==> src/pkg/dsp_defs.vh <==
// register map, field layout, reset values and decodes of the drive source select parameter bank
// Notes on behaviour
// - The low four bits of the display format word give the decimal places, 0 to 3.
// - Bits 4 to 15 of the display format word hold a unit code from 0x000 (hertz) to 0x024 (cubic feet per minute).
// - A user maximum of zero turns user scaling off, otherwise the raw maximum spans 1 to 65535.
// - The user maximum is read with the selected decimal places, giving 65535, 6553.5, 655.35 or 65.535 at most.
// - Local/remote selection 0 applies standard hand-off-auto switching.
// - Local/remote selection 1 stops the drive on every local/remote switch.
// - Local/remote selection 2 keeps running on a switch with the remote frequency and run settings.
// - Local/remote selection 3 keeps running on a switch with the local frequency and run settings.
// - Local/remote selection 4, the default, follows whichever side was switched to.
// - The hand frequency source decodes 0,1,2,3,4,7,8,9 to keypad, RS-485, analog, up/down, pulse, pot, card, PID.
// - The hand run source decodes 0 keypad, 1 terminals, 2 RS-485, 5 card; 3 is unused.
// - The stop-key setting ignores the keypad stop key at 0 and acts on it at 1.
// - Auxiliary source 0 disables combining; 1 to 8 select keypad, RS-485, analog, up/down, pulse, unused, pot, card.
// - Combining gives master plus aux at 0, master minus aux at 1, aux minus master at 2.
// - Both display filter times accept 1 to 65535 milliseconds and reset to 100 milliseconds.
`ifndef DSP_DEFS_VH
`define DSP_DEFS_VH

`define DSP_MB_REF_BASE 40001
`define DSP_ADDR_W 16
`define DSP_DATA_W 16

`define DSP_OFS_FREQ_MEM 16'h0018
`define DSP_OFS_DISP_FMT 16'h0019
`define DSP_OFS_USER_MAX 16'h001A
`define DSP_OFS_USER_VAL 16'h001B
`define DSP_OFS_LR_MODE 16'h001D
`define DSP_OFS_HAND_FSRC 16'h001E
`define DSP_OFS_HAND_RSRC 16'h001F
`define DSP_OFS_STOP_KEY 16'h0020
`define DSP_OFS_AUX_SRC 16'h0023
`define DSP_OFS_COMBINE 16'h0024
`define DSP_OFS_FILT_CUR 16'h0030
`define DSP_OFS_FILT_KPD 16'h0031
`define DSP_OFS_FW_DATE 16'h0032

`define DSP_RST_FREQ_MEM 16'h003C
`define DSP_RST_DISP_FMT 16'h0000
`define DSP_RST_USER_MAX 16'h0000
`define DSP_RST_LR_MODE 16'h0004
`define DSP_RST_HAND_FSRC 16'h0000
`define DSP_RST_HAND_RSRC 16'h0000
`define DSP_RST_STOP_KEY 16'h0000
`define DSP_RST_AUX_SRC 16'h0000
`define DSP_RST_COMBINE 16'h0000
`define DSP_RST_FILT 16'h0064
`define DSP_FILT_MIN 16'h0001

`define DSP_DEC_LSB 0
`define DSP_DEC_MSB 3
`define DSP_DEC_MAX 4'h3
`define DSP_UNIT_LSB 4
`define DSP_UNIT_MSB 15
`define DSP_UNIT_MAX 12'h024

`define DSP_LR_HOA 16'h0000
`define DSP_LR_STOP 16'h0001
`define DSP_LR_REMOTE 16'h0002
`define DSP_LR_LOCAL 16'h0003
`define DSP_LR_FOLLOW 16'h0004

`define DSP_FSRC_MAX 16'h0009
`define DSP_FSRC_UNUSED5 16'h0005
`define DSP_RSRC_MAX 16'h0005
`define DSP_RSRC_UNUSED4 16'h0004
`define DSP_STOP_MAX 16'h0001
`define DSP_AUX_MAX 16'h0008
`define DSP_COMB_MAX 16'h0002

`define DSP_SRC_W 4
`define DSP_FREQ_W 16

`endif

==> src/design/dsp_param_reg.v <==
// one 16-bit read/write parameter with range check on write
module dsp_param_reg #(
	parameter W = 16,
	parameter [W-1:0] RST = {W{1'b0}},
	parameter [W-1:0] LO = {W{1'b0}},
	parameter [W-1:0] HI = {W{1'b1}},
	parameter [W-1:0] HOLE = {W{1'b1}},
	parameter USE_HOLE = 0
) (
	input wire clk,
	input wire rst_n,
	input wire wr,
	input wire [W-1:0] wdata,
	output reg [W-1:0] value_q,
	output wire ok
);
	wire lo_ok;
	wire hi_ok;
	wire hole_ok;
	// bounds at the ends of the word range are left out so that no compare is constant
	generate
		if (LO == {W{1'b0}}) begin : g_lo_open
			assign lo_ok = 1'b1;
		end else begin : g_lo_chk
			assign lo_ok = (wdata >= LO);
		end
		if (HI == {W{1'b1}}) begin : g_hi_open
			assign hi_ok = 1'b1;
		end else begin : g_hi_chk
			assign hi_ok = (wdata <= HI);
		end
		if (USE_HOLE != 0) begin : g_hole_chk
			assign hole_ok = (wdata != HOLE);
		end else begin : g_hole_open
			assign hole_ok = 1'b1;
		end
	endgenerate
	assign ok = lo_ok && hi_ok && hole_ok;
	always @(posedge clk) begin
		if (!rst_n) begin
			value_q <= RST;
		end else if (wr && ok) begin
			value_q <= wdata;
		end
	end
endmodule // dsp_param_reg

==> src/design/dsp_source_select.v <==
// parameter bank: display format, user scaling, local/remote handling, source selectors, combining
`include "dsp_defs.vh"
module dsp_source_select #(
	parameter [15:0] FW_DATE = 16'h0000
) (
	input wire CLOCK,
	input wire RESET_N,
	input wire REG_WR,
	input wire REG_RD,
	input wire [15:0] REG_ADDR,
	input wire [15:0] REG_WDATA,
	output reg [15:0] REG_RDATA,
	output reg REG_ACK,
	output reg REG_ERR,
	input wire [15:0] FREQ_MEM_IN,
	input wire [15:0] PROC_VALUE,
	input wire REMOTE_SEL,
	input wire STOP_KEY,
	input wire [15:0] FREQ_KEYPAD,
	input wire [15:0] FREQ_RS485,
	input wire [15:0] FREQ_ANALOG,
	input wire [15:0] FREQ_UPDOWN,
	input wire [15:0] FREQ_PULSE,
	input wire [15:0] FREQ_POT,
	input wire [15:0] FREQ_CARD,
	input wire [15:0] FREQ_PID,
	input wire [15:0] FREQ_REMOTE,
	input wire [1:0] RUN_LOCAL,
	input wire [1:0] RUN_REMOTE,
	output reg [15:0] FREQ_CMD,
	output reg [1:0] RUN_CMD,
	output reg DRIVE_STOP,
	output reg [3:0] DEC_PLACES,
	output reg [11:0] UNIT_CODE,
	output reg SCALE_EN,
	output reg [15:0] SCALE_MAX,
	output reg [15:0] FILT_CUR,
	output reg [15:0] FILT_KPD
);
	wire [15:0] fmt_q, umax_q, lr_q, fsrc_q, rsrc_q, stop_q, aux_q, comb_q, fcur_q, fkpd_q;
	wire umax_ok, lr_ok, fsrc_ok, rsrc_ok, stop_ok, aux_ok, comb_ok, fcur_ok, fkpd_ok;
	reg [15:0] freq_mem_q, user_val_q;
	reg [2:0] rem_sync_q;
	reg remote_q, local_run_en;
	reg [15:0] master_f, aux_f, comb_f, local_f, rd_mux;
	reg [16:0] sum_f;
	reg rd_hit, wr_hit, wr_ok;
	wire is_wr = REG_WR;
	wire wr_fmt = is_wr && (REG_ADDR == `DSP_OFS_DISP_FMT);
	wire wr_umax = is_wr && (REG_ADDR == `DSP_OFS_USER_MAX);
	wire wr_lr = is_wr && (REG_ADDR == `DSP_OFS_LR_MODE);
	wire wr_fsrc = is_wr && (REG_ADDR == `DSP_OFS_HAND_FSRC);
	wire wr_rsrc = is_wr && (REG_ADDR == `DSP_OFS_HAND_RSRC);
	wire wr_stop = is_wr && (REG_ADDR == `DSP_OFS_STOP_KEY);
	wire wr_aux = is_wr && (REG_ADDR == `DSP_OFS_AUX_SRC);
	wire wr_comb = is_wr && (REG_ADDR == `DSP_OFS_COMBINE);
	wire wr_fcur = is_wr && (REG_ADDR == `DSP_OFS_FILT_CUR);
	wire wr_fkpd = is_wr && (REG_ADDR == `DSP_OFS_FILT_KPD);
	wire fmt_good = (REG_WDATA[`DSP_DEC_MSB:`DSP_DEC_LSB] <= `DSP_DEC_MAX) &&
		(REG_WDATA[`DSP_UNIT_MSB:`DSP_UNIT_LSB] <= `DSP_UNIT_MAX);

	// decimal places in low nibble, unit code above
	dsp_param_reg #(.RST(`DSP_RST_DISP_FMT)) u_fmt (
		.clk(CLOCK), .rst_n(RESET_N), .wr(wr_fmt && fmt_good),
		.wdata(REG_WDATA), .value_q(fmt_q), .ok());
	dsp_param_reg #(.RST(`DSP_RST_USER_MAX)) u_umax (
		.clk(CLOCK), .rst_n(RESET_N), .wr(wr_umax),
		.wdata(REG_WDATA), .value_q(umax_q), .ok(umax_ok));
	dsp_param_reg #(.RST(`DSP_RST_LR_MODE), .HI(`DSP_LR_FOLLOW)) u_lr (
		.clk(CLOCK), .rst_n(RESET_N), .wr(wr_lr),
		.wdata(REG_WDATA), .value_q(lr_q), .ok(lr_ok));
	dsp_param_reg #(.RST(`DSP_RST_HAND_FSRC), .HI(`DSP_FSRC_MAX), .HOLE(`DSP_FSRC_UNUSED5), .USE_HOLE(1)) u_fsrc (
		.clk(CLOCK), .rst_n(RESET_N), .wr(wr_fsrc),
		.wdata(REG_WDATA), .value_q(fsrc_q), .ok(fsrc_ok));
	dsp_param_reg #(.RST(`DSP_RST_HAND_RSRC), .HI(`DSP_RSRC_MAX), .HOLE(`DSP_RSRC_UNUSED4), .USE_HOLE(1)) u_rsrc (
		.clk(CLOCK), .rst_n(RESET_N), .wr(wr_rsrc),
		.wdata(REG_WDATA), .value_q(rsrc_q), .ok(rsrc_ok));
	dsp_param_reg #(.RST(`DSP_RST_STOP_KEY), .HI(`DSP_STOP_MAX)) u_stop (
		.clk(CLOCK), .rst_n(RESET_N), .wr(wr_stop),
		.wdata(REG_WDATA), .value_q(stop_q), .ok(stop_ok));
	dsp_param_reg #(.RST(`DSP_RST_AUX_SRC), .HI(`DSP_AUX_MAX)) u_aux (
		.clk(CLOCK), .rst_n(RESET_N), .wr(wr_aux),
		.wdata(REG_WDATA), .value_q(aux_q), .ok(aux_ok));
	dsp_param_reg #(.RST(`DSP_RST_COMBINE), .HI(`DSP_COMB_MAX)) u_comb (
		.clk(CLOCK), .rst_n(RESET_N), .wr(wr_comb),
		.wdata(REG_WDATA), .value_q(comb_q), .ok(comb_ok));
	dsp_param_reg #(.RST(`DSP_RST_FILT), .LO(`DSP_FILT_MIN)) u_fcur (
		.clk(CLOCK), .rst_n(RESET_N), .wr(wr_fcur),
		.wdata(REG_WDATA), .value_q(fcur_q), .ok(fcur_ok));
	dsp_param_reg #(.RST(`DSP_RST_FILT), .LO(`DSP_FILT_MIN)) u_fkpd (
		.clk(CLOCK), .rst_n(RESET_N), .wr(wr_fkpd),
		.wdata(REG_WDATA), .value_q(fkpd_q), .ok(fkpd_ok));

	// holding register address decode and write acceptance
	always @* begin
		rd_hit = 1'b1;
		rd_mux = 16'h0000;
		wr_hit = 1'b1;
		wr_ok = 1'b0;
		case (REG_ADDR)
			`DSP_OFS_FREQ_MEM: begin
				rd_mux = freq_mem_q;
				wr_ok = 1'b0;
			end
			`DSP_OFS_DISP_FMT: begin
				rd_mux = fmt_q;
				wr_ok = fmt_good;
			end
			`DSP_OFS_USER_MAX: begin
				rd_mux = umax_q;
				wr_ok = umax_ok;
			end
			`DSP_OFS_USER_VAL: begin
				rd_mux = user_val_q;
				wr_ok = 1'b0;
			end
			`DSP_OFS_LR_MODE: begin
				rd_mux = lr_q;
				wr_ok = lr_ok;
			end
			`DSP_OFS_HAND_FSRC: begin
				rd_mux = fsrc_q;
				wr_ok = fsrc_ok;
			end
			`DSP_OFS_HAND_RSRC: begin
				rd_mux = rsrc_q;
				wr_ok = rsrc_ok;
			end
			`DSP_OFS_STOP_KEY: begin
				rd_mux = stop_q;
				wr_ok = stop_ok;
			end
			`DSP_OFS_AUX_SRC: begin
				rd_mux = aux_q;
				wr_ok = aux_ok;
			end
			`DSP_OFS_COMBINE: begin
				rd_mux = comb_q;
				wr_ok = comb_ok;
			end
			`DSP_OFS_FILT_CUR: begin
				rd_mux = fcur_q;
				wr_ok = fcur_ok;
			end
			`DSP_OFS_FILT_KPD: begin
				rd_mux = fkpd_q;
				wr_ok = fkpd_ok;
			end
			`DSP_OFS_FW_DATE: begin
				rd_mux = FW_DATE;
				wr_ok = 1'b0;
			end
			default: begin
				rd_hit = 1'b0;
				wr_hit = 1'b0;
			end
		endcase
	end

	// an unmapped read, a refused value or a read-only target all answer with the error flag
	wire rd_err = REG_RD && !rd_hit;
	wire wr_err = REG_WR && !(wr_hit && wr_ok);

	always @(posedge CLOCK) begin
		if (!RESET_N) begin
			REG_RDATA <= 16'h0000;
			REG_ACK <= 1'b0;
			REG_ERR <= 1'b0;
		end else begin
			REG_ACK <= REG_RD || REG_WR;
			REG_ERR <= rd_err || wr_err;
			REG_RDATA <= (REG_RD && rd_hit) ? rd_mux : 16'h0000;
		end
	end

	// read-only status words are captured from drive state, never from the bus
	always @(posedge CLOCK) begin
		if (!RESET_N) begin
			freq_mem_q <= `DSP_RST_FREQ_MEM;
			user_val_q <= 16'h0000;
		end else begin
			freq_mem_q <= FREQ_MEM_IN;
			user_val_q <= (umax_q == 16'h0000) ? 16'h0000 : PROC_VALUE;
		end
	end

	// local/remote pin synchroniser, change counts once stages two and three agree
	always @(posedge CLOCK) begin
		if (!RESET_N) begin
			rem_sync_q <= 3'h0;
			remote_q <= 1'b0;
		end else begin
			rem_sync_q <= {rem_sync_q[1:0], REMOTE_SEL};
			if (rem_sync_q[1] == rem_sync_q[2]) begin
				remote_q <= rem_sync_q[2];
			end
		end
	end
	wire lr_switch = (rem_sync_q[1] == rem_sync_q[2]) && (rem_sync_q[2] != remote_q);

	// hand frequency and auxiliary source selection
	always @* begin
		case (fsrc_q[3:0])
			4'h0: master_f = FREQ_KEYPAD;
			4'h1: master_f = FREQ_RS485;
			4'h2: master_f = FREQ_ANALOG;
			4'h3: master_f = FREQ_UPDOWN;
			4'h4: master_f = FREQ_PULSE;
			4'h7: master_f = FREQ_POT;
			4'h8: master_f = FREQ_CARD;
			4'h9: master_f = FREQ_PID;
			default: master_f = 16'h0000;
		endcase
		case (aux_q[3:0])
			4'h1: aux_f = FREQ_KEYPAD;
			4'h2: aux_f = FREQ_RS485;
			4'h3: aux_f = FREQ_ANALOG;
			4'h4: aux_f = FREQ_UPDOWN;
			4'h5: aux_f = FREQ_PULSE;
			4'h7: aux_f = FREQ_POT;
			4'h8: aux_f = FREQ_CARD;
			default: aux_f = 16'h0000;
		endcase
		// the sum wraps at the word width; the two differences clamp at zero
		sum_f = master_f + aux_f;
		if (aux_q == 16'h0000) begin
			comb_f = master_f;
		end else begin
			case (comb_q[1:0])
				2'h0: comb_f = sum_f[15:0];
				2'h1: comb_f = (master_f > aux_f) ? master_f - aux_f : 16'h0000;
				2'h2: comb_f = (aux_f > master_f) ? aux_f - master_f : 16'h0000;
				default: comb_f = master_f;
			endcase
		end
		local_f = comb_f;
	end

	// hand run source: keypad, terminals, RS-485 or card all land on RUN_LOCAL; unused codes give no run
	always @* begin
		case (rsrc_q[3:0])
			4'h0, 4'h1, 4'h2, 4'h5: local_run_en = 1'b1;
			default: local_run_en = 1'b0;
		endcase
	end

	// local/remote switch handling and output selection
	always @(posedge CLOCK) begin
		if (!RESET_N) begin
			FREQ_CMD <= 16'h0000;
			RUN_CMD <= 2'h0;
			DRIVE_STOP <= 1'b0;
		end else begin
			DRIVE_STOP <= (stop_q == `DSP_STOP_MAX) && STOP_KEY;
			case (lr_q)
				`DSP_LR_STOP: begin
					if (lr_switch) begin
						DRIVE_STOP <= 1'b1;
					end
					FREQ_CMD <= remote_q ? FREQ_REMOTE : local_f;
					RUN_CMD <= remote_q ? RUN_REMOTE : (local_run_en ? RUN_LOCAL : 2'h0);
				end
				`DSP_LR_REMOTE: begin
					FREQ_CMD <= FREQ_REMOTE;
					RUN_CMD <= RUN_REMOTE;
				end
				`DSP_LR_LOCAL: begin
					FREQ_CMD <= local_f;
					RUN_CMD <= local_run_en ? RUN_LOCAL : 2'h0;
				end
				`DSP_LR_HOA: begin
					FREQ_CMD <= remote_q ? FREQ_REMOTE : local_f;
					RUN_CMD <= remote_q ? RUN_REMOTE : (local_run_en ? RUN_LOCAL : 2'h0);
				end
				`DSP_LR_FOLLOW: begin
					FREQ_CMD <= remote_q ? FREQ_REMOTE : local_f;
					RUN_CMD <= remote_q ? RUN_REMOTE : (local_run_en ? RUN_LOCAL : 2'h0);
				end
				default: begin
					// codes above four are refused on write, so this only guards a corrupt word
					FREQ_CMD <= 16'h0000;
					RUN_CMD <= 2'h0;
				end
			endcase
		end
	end

	// display and scaling outputs
	always @(posedge CLOCK) begin
		if (!RESET_N) begin
			DEC_PLACES <= 4'h0;
			UNIT_CODE <= 12'h000;
			SCALE_EN <= 1'b0;
			SCALE_MAX <= 16'h0000;
			FILT_CUR <= `DSP_RST_FILT;
			FILT_KPD <= `DSP_RST_FILT;
		end else begin
			DEC_PLACES <= fmt_q[`DSP_DEC_MSB:`DSP_DEC_LSB];
			UNIT_CODE <= fmt_q[`DSP_UNIT_MSB:`DSP_UNIT_LSB];
			SCALE_EN <= (umax_q != 16'h0000);
			SCALE_MAX <= umax_q;
			FILT_CUR <= fcur_q;
			FILT_KPD <= fkpd_q;
		end
	end
endmodule // dsp_source_select

==> config.mk <==
export PLATFORM = sky130hd
export DESIGN_NAME = dsp_source_select
export DESIGN_NICKNAME = d
export VERILOG_FILES = /design/src/design/dsp_param_reg.v /design/src/design/dsp_source_select.v
export VERILOG_INCLUDE_DIRS = /design/src /design/src/pkg
export SDC_FILE = /design/constraint.sdc
export NUM_CORES = 1
export LEC_CHECK = 0
export BUFFER_PORTS_ARGS = -buffer_cell sky130_fd_sc_hd__buf_2
export CORE_MARGIN = 1.5
export CORE_UTILIZATION = 55
export CTS_CLUSTER_SIZE = 24
export DETAILED_ROUTE_END_ITERATION = 8
export GPL_ROUTABILITY_DRIVEN = 0
export PLACE_DENSITY_LB_ADDON = 0.1
export SYNTH_ARGS = -nofsm -noshare
export SYNTH_HDL_FRONTEND = slang
export SYNTH_HIERARCHICAL = 1
export SYNTH_SLANG_ARGS = --single-unit
export TNS_END_PERCENT = 20
==> constraint.sdc <==
create_clock -name CLOCK -period 5.92 [get_ports CLOCK]
set_input_delay 1.184 -clock CLOCK [delete_from_list [all_inputs] [get_ports CLOCK]]
set_output_delay 1.184 -clock CLOCK [all_outputs]
set_load 0.05 [all_outputs]
## After elaboration in Yosys (flattened, before gate mapping)

Cells that the tools add are included.

| cells by class | value |
|---|---|
| $add $sub $neg | 3 |
| multipliers | 0 |
| div/mod/pow operators | 0 |
| magnitude comparators | 11 |
| eq/ne operators | 41 |
| shift-type cells | 0 |
| muxes and demuxes | 17 |
| bitwise gates (word level) | 1 |
| reduce and logical (&&, ||, !) cells | 45 |

Operators by type and width:

| operator | number |
|---|---|
| case mux 16 bit (12 select lines) | 1 |
| case mux 16 bit (8 select lines) | 1 |
| == test 16 x 5 -> 1 bit, second input constant | 7 |
| case mux 16 bit (7 select lines) | 1 |
| == test 16 x 6 -> 1 bit, second input constant | 6 |
| case mux 16 bit (3 select lines) | 2 |
| two-way mux 16 bit | 4 |
| zero test 16 bit | 3 |
| == test 16 x 1 -> 1 bit, second input constant | 2 |
| == test 16 x 2 -> 1 bit, second input constant | 2 |
| greater-than comparator 16 bit | 2 |
| less-or-equal comparator 16 x 3 -> 1 bit, second input constant | 2 |
| less-or-equal comparator 16 x 4 -> 1 bit, second input constant | 2 |
| != test 16 x 3 -> 1 bit, second input constant | 2 |
| subtractor 16 bit | 2 |
| logical AND 1 bit | 28 |
| == test 4 x 3 -> 1 bit, second input constant | 6 |
| == test 4 x 2 -> 1 bit, second input constant | 5 |
| adder 16 bit | 1 |
| == test 16 x 3 -> 1 bit, second input constant | 1 |
| greater-or-equal comparator 16 x 1 -> 1 bit, second input constant | 1 |
| less-or-equal comparator 16 x 1 -> 1 bit, second input constant | 1 |
| less-or-equal comparator 16 x 2 -> 1 bit, second input constant | 1 |
| nonzero test 16 bit | 1 |
| other kinds (22) | 34 |

| storage, ports and cells | value |
|---|---|
| bits in registers | 298 |
| latch bits | 0 |
| RAM bits | 0 |
| ROM bits | 0 |
| input bits | 218 |
| output and inout bits | 102 |
| word-level logic and storage cells | 144 |
| memories kept | 0 |

## Logic depth before layout (Yosys ltp)

Gate-level depths: netlist of run 1.

| depth | value |
|---|---|
| depth after elaboration | 8 |
| mapped depth | 23 |
| depth with buffers taken out | 18 |

## Cells and area by module

Netlist of run 1, hierarchy kept.

By module, submodules not included:

| module | times used | cells each | area an instance (um^2) | seq. area each (um^2) |
|---|---|---|---|---|
| dsp_source_select | 1 | 1251 | 10238.6 | 2762.6 |
| dsp_param_reg (u_fcur ...) | 2 | 75 | 725.7 | 320.3 |
| dsp_param_reg (u_fmt ...) | 2 | 53 | 626.9 | 320.3 |
| dsp_param_reg (u_rsrc) | 1 | 49 | 586.8 | 320.3 |
| dsp_param_reg (u_fsrc) | 1 | 52 | 584.3 | 320.3 |
| dsp_param_reg (u_lr) | 1 | 47 | 580.6 | 320.3 |
| dsp_param_reg (u_aux) | 1 | 50 | 578.1 | 320.3 |
| dsp_param_reg (u_stop) | 1 | 41 | 541.8 | 320.3 |
| dsp_param_reg (u_comb) | 1 | 44 | 540.5 | 320.3 |

## Worst setup path before layout of run 1

No wires, ideal clock.

| timing path | value |
|---|---|
| kind | in2reg |
| start | input FREQ_PULSE[11] |
| end | register FREQ_CMD[6] |
| setup time | 0.117 ns |
| data arrival time | 4.471 ns |
| data required time | 5.803 ns |
| setup slack | 1.333 ns |
| stages on the path | 17 |
| buffers on the path | 1 |
| cell sequence | mux2_2 > a22o_1 > a222oi_1 > o21ai_0 > ha_1 > clkbuf_1 > nand3_1 > nor2_1 > and4_1 > and3_1 > nor3b_1 > nor2b_1 > a31o_4 > a221o_1 > a221oi_2 > a21oi_1 > a22o_1 |

| on the way | value |
|---|---|
| longest elaborated chain between the ends | 7 |
| elaborated cells between the ends (all ways) | 10 |
| those cells by class | 2 x order compare; 8 x mux |

RTL lines:

| what | RTL line | source |
|---|---|---|
| start, declared | dsp_source_select.v:23 | `input wire [15:0] FREQ_PULSE,` |
| case mux 16 bit (8 select lines) or case mux 16 bit (7 select lines) (tied branches) | dsp_source_select.v:203, dsp_source_select.v:214 |  |
| greater-than comparator 16 bit, on equally long branches | dsp_source_select.v:232, dsp_source_select.v:231 |  |
| two-way mux 16 bit, on equally long branches | dsp_source_select.v:232, dsp_source_select.v:231 |  |
| case mux 16 bit (3 select lines) * | dsp_source_select.v:229 | `case (comb_q[1:0])` |
| two-way mux 16 bit * | dsp_source_select.v:226 | `if (aux_q == 16'h0000) begin` |
| two-way mux 16 bit | dsp_source_select.v:260, dsp_source_select.v:272, dsp_source_select.v:276 |  |
| case mux 16 bit (3 select lines) * | dsp_source_select.v:255 | `case (lr_q)` |
| end signal, assigned | dsp_source_select.v:260 | `FREQ_CMD <= remote_q ? FREQ_REMOTE : local_f;` |
| end signal, assigned | dsp_source_select.v:272 | `FREQ_CMD <= remote_q ? FREQ_REMOTE : local_f;` |
| end signal, assigned | dsp_source_select.v:276 | `FREQ_CMD <= remote_q ? FREQ_REMOTE : local_f;` |
| end, declared | dsp_source_select.v:30 | `output reg [15:0] FREQ_CMD,` |

Every way passes the cells marked *; elsewhere a longest branch is shown, timed or not.
A chain may end at the register's enable or synchronous reset.

## Worst setup path after layout of run 1

| timing path | value |
|---|---|
| start | register u_fsrc.value_q[1] |
| end | register FREQ_CMD[6] |

| on the way | value |
|---|---|
| longest elaborated chain between the ends | 8 |
| elaborated cells between the ends (all ways) | 20 |
| those cells by class | 3 x add/sub; 2 x order compare; 7 x eq/ne; 7 x mux; 1 x reduce/logical |

RTL lines:

| what | RTL line | source |
|---|---|---|
| start, declared | dsp_param_reg.v:14 | `output reg [W-1:0] value_q,` |
| start signal, assigned | dsp_param_reg.v:43 | `value_q <= wdata;` |
| == test 4 bit (tied with other cells) | dsp_source_select.v:203 | `case (fsrc_q[3:0])` |
| case mux 16 bit (8 select lines) * | dsp_source_select.v:203 |  |
| subtractor 16 bit (tied with other cells) | dsp_source_select.v:232 | `2'h2: comb_f = (aux_f > master_f) ? aux_f - master_f : 16'h0000;` |
| two-way mux 16 bit, on equally long branches | dsp_source_select.v:232, dsp_source_select.v:231 |  |
| case mux 16 bit (3 select lines) | dsp_source_select.v:229 |  |
| two-way mux 16 bit * | dsp_source_select.v:226 |  |
| two-way mux 16 bit | dsp_source_select.v:260, dsp_source_select.v:272, dsp_source_select.v:276 |  |
| case mux 16 bit (3 select lines) * | dsp_source_select.v:255 |  |

Marks and branches as above.

==> flow_metrics.tcl, run 1 <==
set metrics [dict create \
    die_y_extent_um 175 \
    finalClockSkew_ns 0.0103 \
    final-hold-violation-count 0 \
    placementRows 62 \
    ctsHoldBuffers 0 \
    maximum_number_of_pins_on_one_net_before_global_route_repair 141 \
    synthesis.area_um2 16300 \
    reg2reg_setup_slack_ns 0.35 \
    timing.final.max_slew_violations 0 \
    cts_tree "built" \
    worstMarginPinSlew_ns 1.26 \
    worstPathRequired_ns 6.37 \
    fin_nets 2330 \
    maxCapViolCount 0 \
    final_antenna_net_count 0 \
    switching_power_mw 1.07 \
    diode_insertion_count_for_antenna_repair 0 \
    coreArea_um2 29000 \
    drc 0 \
    antenna_found_initial 0 \
    max_freq_ghz 0.180 \
    path_clk_slew_ns 0.06 \
    postSynthNetCount 2043 \
    unrepaired_setup_endpoints_after_global_routing "false" \
    final_design_area_no_fill_um2 19300 \
    cts_max_path_buffers 3 \
    final_min_period_over_clock_period_pct 94.0 \
    n_fill_cell 2447 \
    p_seq_share_pct 44.4 \
    timing.critical_path.cells "nor3_1 > a32oi_1 > o21ai_0 > nor3_1 > ha_1 > buf_4 > and2_1 > and4_1 > and3_1 > nor3b_1 > nor2b_1 > a31oi_1 > o221ai_1 > a221oi_2 > a21oi_1 > a22o_1" \
    dp.final_hpwl_um 44600 \
    min_delay_path_depth 1 \
    postCtsResizedCells 0 \
    hold_path.class "flop to flop" \
    area_delta_synth_final_pct 18.3 \
    dr.first_iter.drc_count 2114 \
    floorplan.initialDensity_pct 56.3 \
    final.setup.tns_ns 0 \
    setup.worst_path.end_class "flop" \
    cp-start-kind "flop" \
    switching_fraction_of_total_power_pct 23.5 \
    power_report.internal_total_mw 3.49 \
    synth_cells 1788 \
    power.static_leakage_nw 8.11 \
    worst_path_most_repeated_cell "sky130_fd_sc_hd__nor3_1" \
    clock_sink_count 298 \
    numCtsBuffers 30 \
    worstReg2RegStart "u_fsrc/value_q[1]" \
    post_dp_cell_area_um2 18200 \
    power.ir.vdd_worst_v 0.000206 \
    crit-reg2reg-capture "FREQ_CMD[6]" \
    setup_violations 0 \
    die_w_um 175 \
    die_area_um2 30800 \
    ctsRootBufferMaster "sky130_fd_sc_hd__clkbuf_16" \
    placement.io_buffers 319 \
    cts_max_level 1 \
    drive_above_1_share_pct 26.7 \
    largest_stage_delay_on_the_critical_path_ns 1.14 \
    grt-ovfl-total 0 \
    final_period_minus_worst_setup_slack_ns 5.57 \
    syn_avg_cell_area_um2 9.14 \
    critical-path-top-delay-family "simple AND/OR/NAND/NOR gates" \
    drtPass1Iterations 6 \
    power_density_nw_per_um2 236 \
    post_drt_wl_per_cell_um 24.6 \
    via_per_inst 6.52 \
    worst_slew_margin_rel_pct 15.2 \
    setup.worst_path.start "u_fsrc/value_q[1]" \
    cp.buffers_inverters 1 \
    path_class "flop to flop" \
    global_route.usage.total_pct 38.5 \
    cts.repair_timing.setup_buffer_count 0 \
    crit_cells 16 \
    critical_path_arrival_ns 6.02 \
    route.final.wire_length_um 61100 \
    endpoint "FREQ_CMD[6]" \
    routed-via-count 16200 \
    ys_warn_count 6 \
    grt_first_pass_wirelength_um 91500 \
    num_io_pins 320 \
    critical-path-slowest-cell "sky130_fd_sc_hd__nor3_1" \
    status "finished, final reports clean" \
    worst_skew_pair.late_latency_ns 0.56 \
    via_count_of_the_first_global_routing_pass 15700 \
    comb_power_share_pct 8.4 \
    clock_power_share_pct 47.2 \
    path_max_fanout 22 \
    r2r.worst_path.cells 16 \
]
-- cell type report --
type,count,area (um^2),share of cell area (%)
clock buffer,37,858,4.44
clock inverter,18,287,1.48
inverter,62,233,1.20
multi-input combinational,1315,9530,49.3
sequential,298,5970,30.9
tap,384,480,2.49
timing repair buffer,368,1970,10.2
-- layout by cell type (no fill, tap or decap), types with 45 or more instances in the layout --
master,n
sky130_fd_sc_hd__a21oi_1,72
sky130_fd_sc_hd__a22oi_1,49
sky130_fd_sc_hd__and2_1,121
sky130_fd_sc_hd__and3_1,45
sky130_fd_sc_hd__buf_2,318
sky130_fd_sc_hd__buf_4,49
sky130_fd_sc_hd__dfxtp_1,297
sky130_fd_sc_hd__inv_1,61
sky130_fd_sc_hd__mux2i_1,89
sky130_fd_sc_hd__nand2_1,163
sky130_fd_sc_hd__nor2_1,65
sky130_fd_sc_hd__nor2b_1,53
sky130_fd_sc_hd__o21ai_0,57
-- sequential cells by signal, indices dropped and copies added, names as in the netlist, 2 cells and up --
| signal | count |
|---|---|
| u_fkpd/value_q | 16 |
| u_comb/value_q | 16 |
| REG_RDATA | 16 |
| u_aux/value_q | 16 |
| u_rsrc/value_q | 16 |
| u_lr/value_q | 16 |
| u_stop/value_q | 16 |
| DEC_PLACES | 4 |
| FREQ_CMD | 16 |
| rem_sync_q | 3 |
| RUN_CMD | 2 |
| SCALE_MAX | 16 |
| freq_mem_q | 16 |
| FILT_CUR | 16 |
| u_umax/value_q | 16 |
| user_val_q | 16 |
| u_fcur/value_q | 16 |
| u_fsrc/value_q | 16 |
| FILT_KPD | 16 |
| UNIT_CODE | 12 |
| u_fmt/value_q | 16 |
-- metal layers --
metal / routed length [um] / up-vias / part of all wire (%) / GRT usage [%]
li1: - / 7189 / - / -
met2: 27700 / 1155 / 45 / 62.9
met5: 0 / - / 0 / 0
met4: 4800 / 0 / 7.8 / 27.5
met3: 6360 / 256 / 10 / 7.84
met1: 22300 / 7573 / 36 / 45.1
-- worst min-delay path by stage --
stage	slack [ns]	end	startpoint
2_1_floorplan	0.41	rem_sync_q[1]	rem_sync_q[0]
3_3_place_gp	0.43	rem_sync_q[1]	rem_sync_q[0]
4_1_cts	0.45	rem_sync_q[1]	rem_sync_q[0]
5_1_grt	0.46	rem_sync_q[1]	rem_sync_q[0]
6_report	0.44	rem_sync_q[1]	rem_sync_q[0]
3_5_place_dp	0.43	rem_sync_q[1]	rem_sync_q[0]
-- power by group through the flow --
stage / clock network [mW] / logic [mW] / registers [mW]
global placement: 0 / 0.366 / 2.07
global route: 2.25 / 0.407 / 2.02
CTS: 2.17 / 0.372 / 2.02
detailed placement: 0 / 0.370 / 2.07
floorplan: 0 / 0.159 / 2.09
finish: 2.15 / 0.384 / 2.02
-- per-stage QoR --
step,std cells,hold slack (ns),power [mW],setup slack [ns],utilization (%)
after floorplan,1788,0.412,2.25,1.33,-
after global placement,2427,0.426,2.44,0.565,62.7
after detailed placement,2427,0.434,2.44,0.399,62.7
after CTS,2482,0.450,4.56,0.702,66.6
after global routing,2482,0.465,4.68,0.170,66.6
final,2482,0.442,4.56,0.352,66.6
Power figures use the tool's default switching activity.
==> run 2: changes to the inputs <==
--- a/config.mk
+++ b/config.mk
@@ -9,4 +9,6 @@
 export BUFFER_PORTS_ARGS = -buffer_cell sky130_fd_sc_hd__buf_2
+export CELL_PAD_IN_SITES_DETAIL_PLACEMENT = 1
+export CELL_PAD_IN_SITES_GLOBAL_PLACEMENT = 2
 export CORE_MARGIN = 1.5
-export CORE_UTILIZATION = 55
+export CORE_UTILIZATION = 34
 export CTS_CLUSTER_SIZE = 24
==> constraint.sdc (replaced) <==
create_clock -name CLOCK -period 5.92 [get_ports CLOCK]
set_input_delay 1.48 -clock CLOCK [delete_from_list [all_inputs] [get_ports CLOCK]]
set_output_delay 1.48 -clock CLOCK [all_outputs]
set_load 0.05 [all_outputs]
==> run 2 against run 1 <==
Maximum frequency grew 5.1%. Die area grew 61%. Wire length grew 21%. Via count shrank 0.82%. First-iteration DRC count shrank 43%. Global-route usage shrank 9.3 points. Hold slack lost 0.00053 ns. Largest cell class unchanged.
==> flow_metrics.tcl, run 2 (same netlist as run 1, synthesis figures left out) <==
set metrics [dict create \
    post_drt_wl_per_cell_um 26.9 \
    maximum_number_of_pins_on_one_net_before_global_route_repair 139 \
    path_class "flop to flop" \
    path_clk_slew_ns 0.06 \
    cp-start-kind "flop" \
    die_area_um2 49400 \
    final_period_minus_worst_setup_slack_ns 5.30 \
    final-hold-violation-count 0 \
    global_route.usage.total_pct 29.2 \
    placementRows 80 \
    drive_above_1_share_pct 27.4 \
    die_w_um 222 \
    clock_sink_count 298 \
    reg2reg_setup_slack_ns 0.62 \
    critical_path_arrival_ns 5.78 \
    finalWorstSetupSlack_ns 0.621 \
    max_freq_ghz 0.189 \
    timing.critical_path.cells "buf_4 > nor4b_4 > buf_4 > a222oi_1 > nand3_1 > inv_1 > fa_1 > nor2b_1 > o2111ai_1 > a31oi_1 > a21oi_1 > a211oi_1 > buf_4 > a221o_1 > a221oi_1 > a211oi_1 > a21oi_1 > nor2_1" \
    worst_slew_margin_rel_pct 15.3 \
    finalClockSkew_ns 0.0263 \
    final_min_period_over_clock_period_pct 89.5 \
    grt-ovfl-total 0 \
    worstMarginPinSlew_ns 1.26 \
    final_antenna_net_count 0 \
    worst_skew_pair.late_latency_ns 0.56 \
    grt_first_pass_wirelength_um 109000 \
    fin_nets 2350 \
    drtPass1Iterations 8 \
    area_delta_synth_final_pct 21.7 \
    unrepaired_setup_endpoints_after_global_routing "false" \
    worstHoldStart "rem_sync_q[0]" \
    numCtsBuffers 35 \
    n_fill_cell 5543 \
    maxCapViolCount 0 \
    cts_tree "built" \
    drc 0 \
    floorplan.initialDensity_pct 34.4 \
    report.power.total_mw 4.83 \
    cts_max_path_buffers 3 \
    placement.io_buffers 319 \
    worstReg2RegStart "u_aux/value_q[1]" \
    dp.final_hpwl_um 54800 \
    power_density_nw_per_um2 243 \
    cts.repair_timing.setup_buffer_count 0 \
    coreArea_um2 47500 \
    final.setup.tns_ns 0 \
    power.ir.vdd_worst_v 0.000265 \
    setup.worst_path.start "u_aux/value_q[1]" \
    mostFrequentLayoutCells "318 x sky130_fd_sc_hd__buf_2, 296 x sky130_fd_sc_hd__dfxtp_1, 163 x sky130_fd_sc_hd__nand2_1" \
    critical-path-slowest-cell "sky130_fd_sc_hd__nor4b_4" \
    largest_stage_delay_on_the_critical_path_ns 0.65 \
    die_y_extent_um 222 \
    cts_max_level 2 \
    via_per_inst 5.87 \
    ctsHoldBuffers 0 \
    worstPathRequired_ns 6.40 \
    status "finished, final reports clean" \
    path_max_fanout 16 \
    dp_slack_ns 0.261 \
    diode_insertion_count_for_antenna_repair 0 \
    via_count_of_the_first_global_routing_pass 16600 \
    route.final.wire_length_um 73700 \
    timing.final.max_slew_violations 0 \
    num_io_pins 320 \
    hold_path.class "flop to flop" \
    routed-via-count 16000 \
    worst_path_most_repeated_cell "sky130_fd_sc_hd__buf_4" \
    postCtsResizedCells 0 \
    setup_violations 0 \
    power.static_leakage_nw 8.24 \
    dr.first_iter.drc_count 1210 \
    mostFrequentLayoutCell "sky130_fd_sc_hd__buf_2" \
    antenna_found_initial 2 \
    setup.worst_path.end_class "flop" \
    ctsRootBufferMaster "sky130_fd_sc_hd__clkbuf_16" \
]
run 2: changes by cell type in the layout (fill, tap and decap cells not counted), sizes merged:
cell | before | now
clkinv | 7 | 4
clkinvlp | 1 | 2
buf | 368 | 383
clkbuf | 37 | 45
run 2: power by group:
group          internal, mW  switching (mW)
clock network          1.48           0.919
logic                 0.140           0.264
registers              2.02         0.00541
total                  3.64            1.19
run 2: final timing paths:
kind	endpoint	depth (start not counted)
worst min register to register	rem_sync_q[1]	1
worst max register to register	FREQ_CMD[4]	18
worst max-delay path	FREQ_CMD[4]	18
worst min-delay path	rem_sync_q[1]	1
run 2: per-stage QoR:
step	cell area [um^2]	hold WS (ns)	std cells	utilization, %
final	19900	0.441	2734	41.8
after global routing	19900	0.465	2734	41.8
after CTS	19900	0.444	2734	41.8
after detailed placement	18600	0.426	2673	39.1
after global placement	18600	0.424	2673	39.1
after floorplan	16300	0.412	1788	-
run 2: metal layers:
| layer | routed length (um) | vias to the layer above | GRT usage, % | part of all wire, % |
|---|---|---|---|---|
| met5 | 0 | - | 0 | 0 |
| met3 | 3740 | 153 | 4.02 | 5.1 |
| li1 | - | 7241 | - | - |
| met2 | 36300 | 643 | 51.2 | 49 |
| met1 | 30300 | 8003 | 35.3 | 41 |
| met4 | 3320 | 0 | 13.3 | 4.5 |
run 2: area by class of cell:
type	instances	area, um^2	area share, %
clock buffer	45	973	4.89
clock inverter	16	305	1.53
inverter	62	233	1.17
multi-input combinational	1315	9560	48.0
sequential	298	5970	30.0
tap	615	769	3.87
timing repair buffer	383	2080	10.5
run 2: critical path: cells and delay by family (launching register included):
| family | cells | cell delay [ns] |
|---|---|---|
| simple gates | 4 | 1.28 |
| flops | 1 | 0.47 |
| fa+ha+maj | 1 | 0.49 |
| buf+inv | 4 | 0.97 |
| compound gates | 9 | 2.03 |
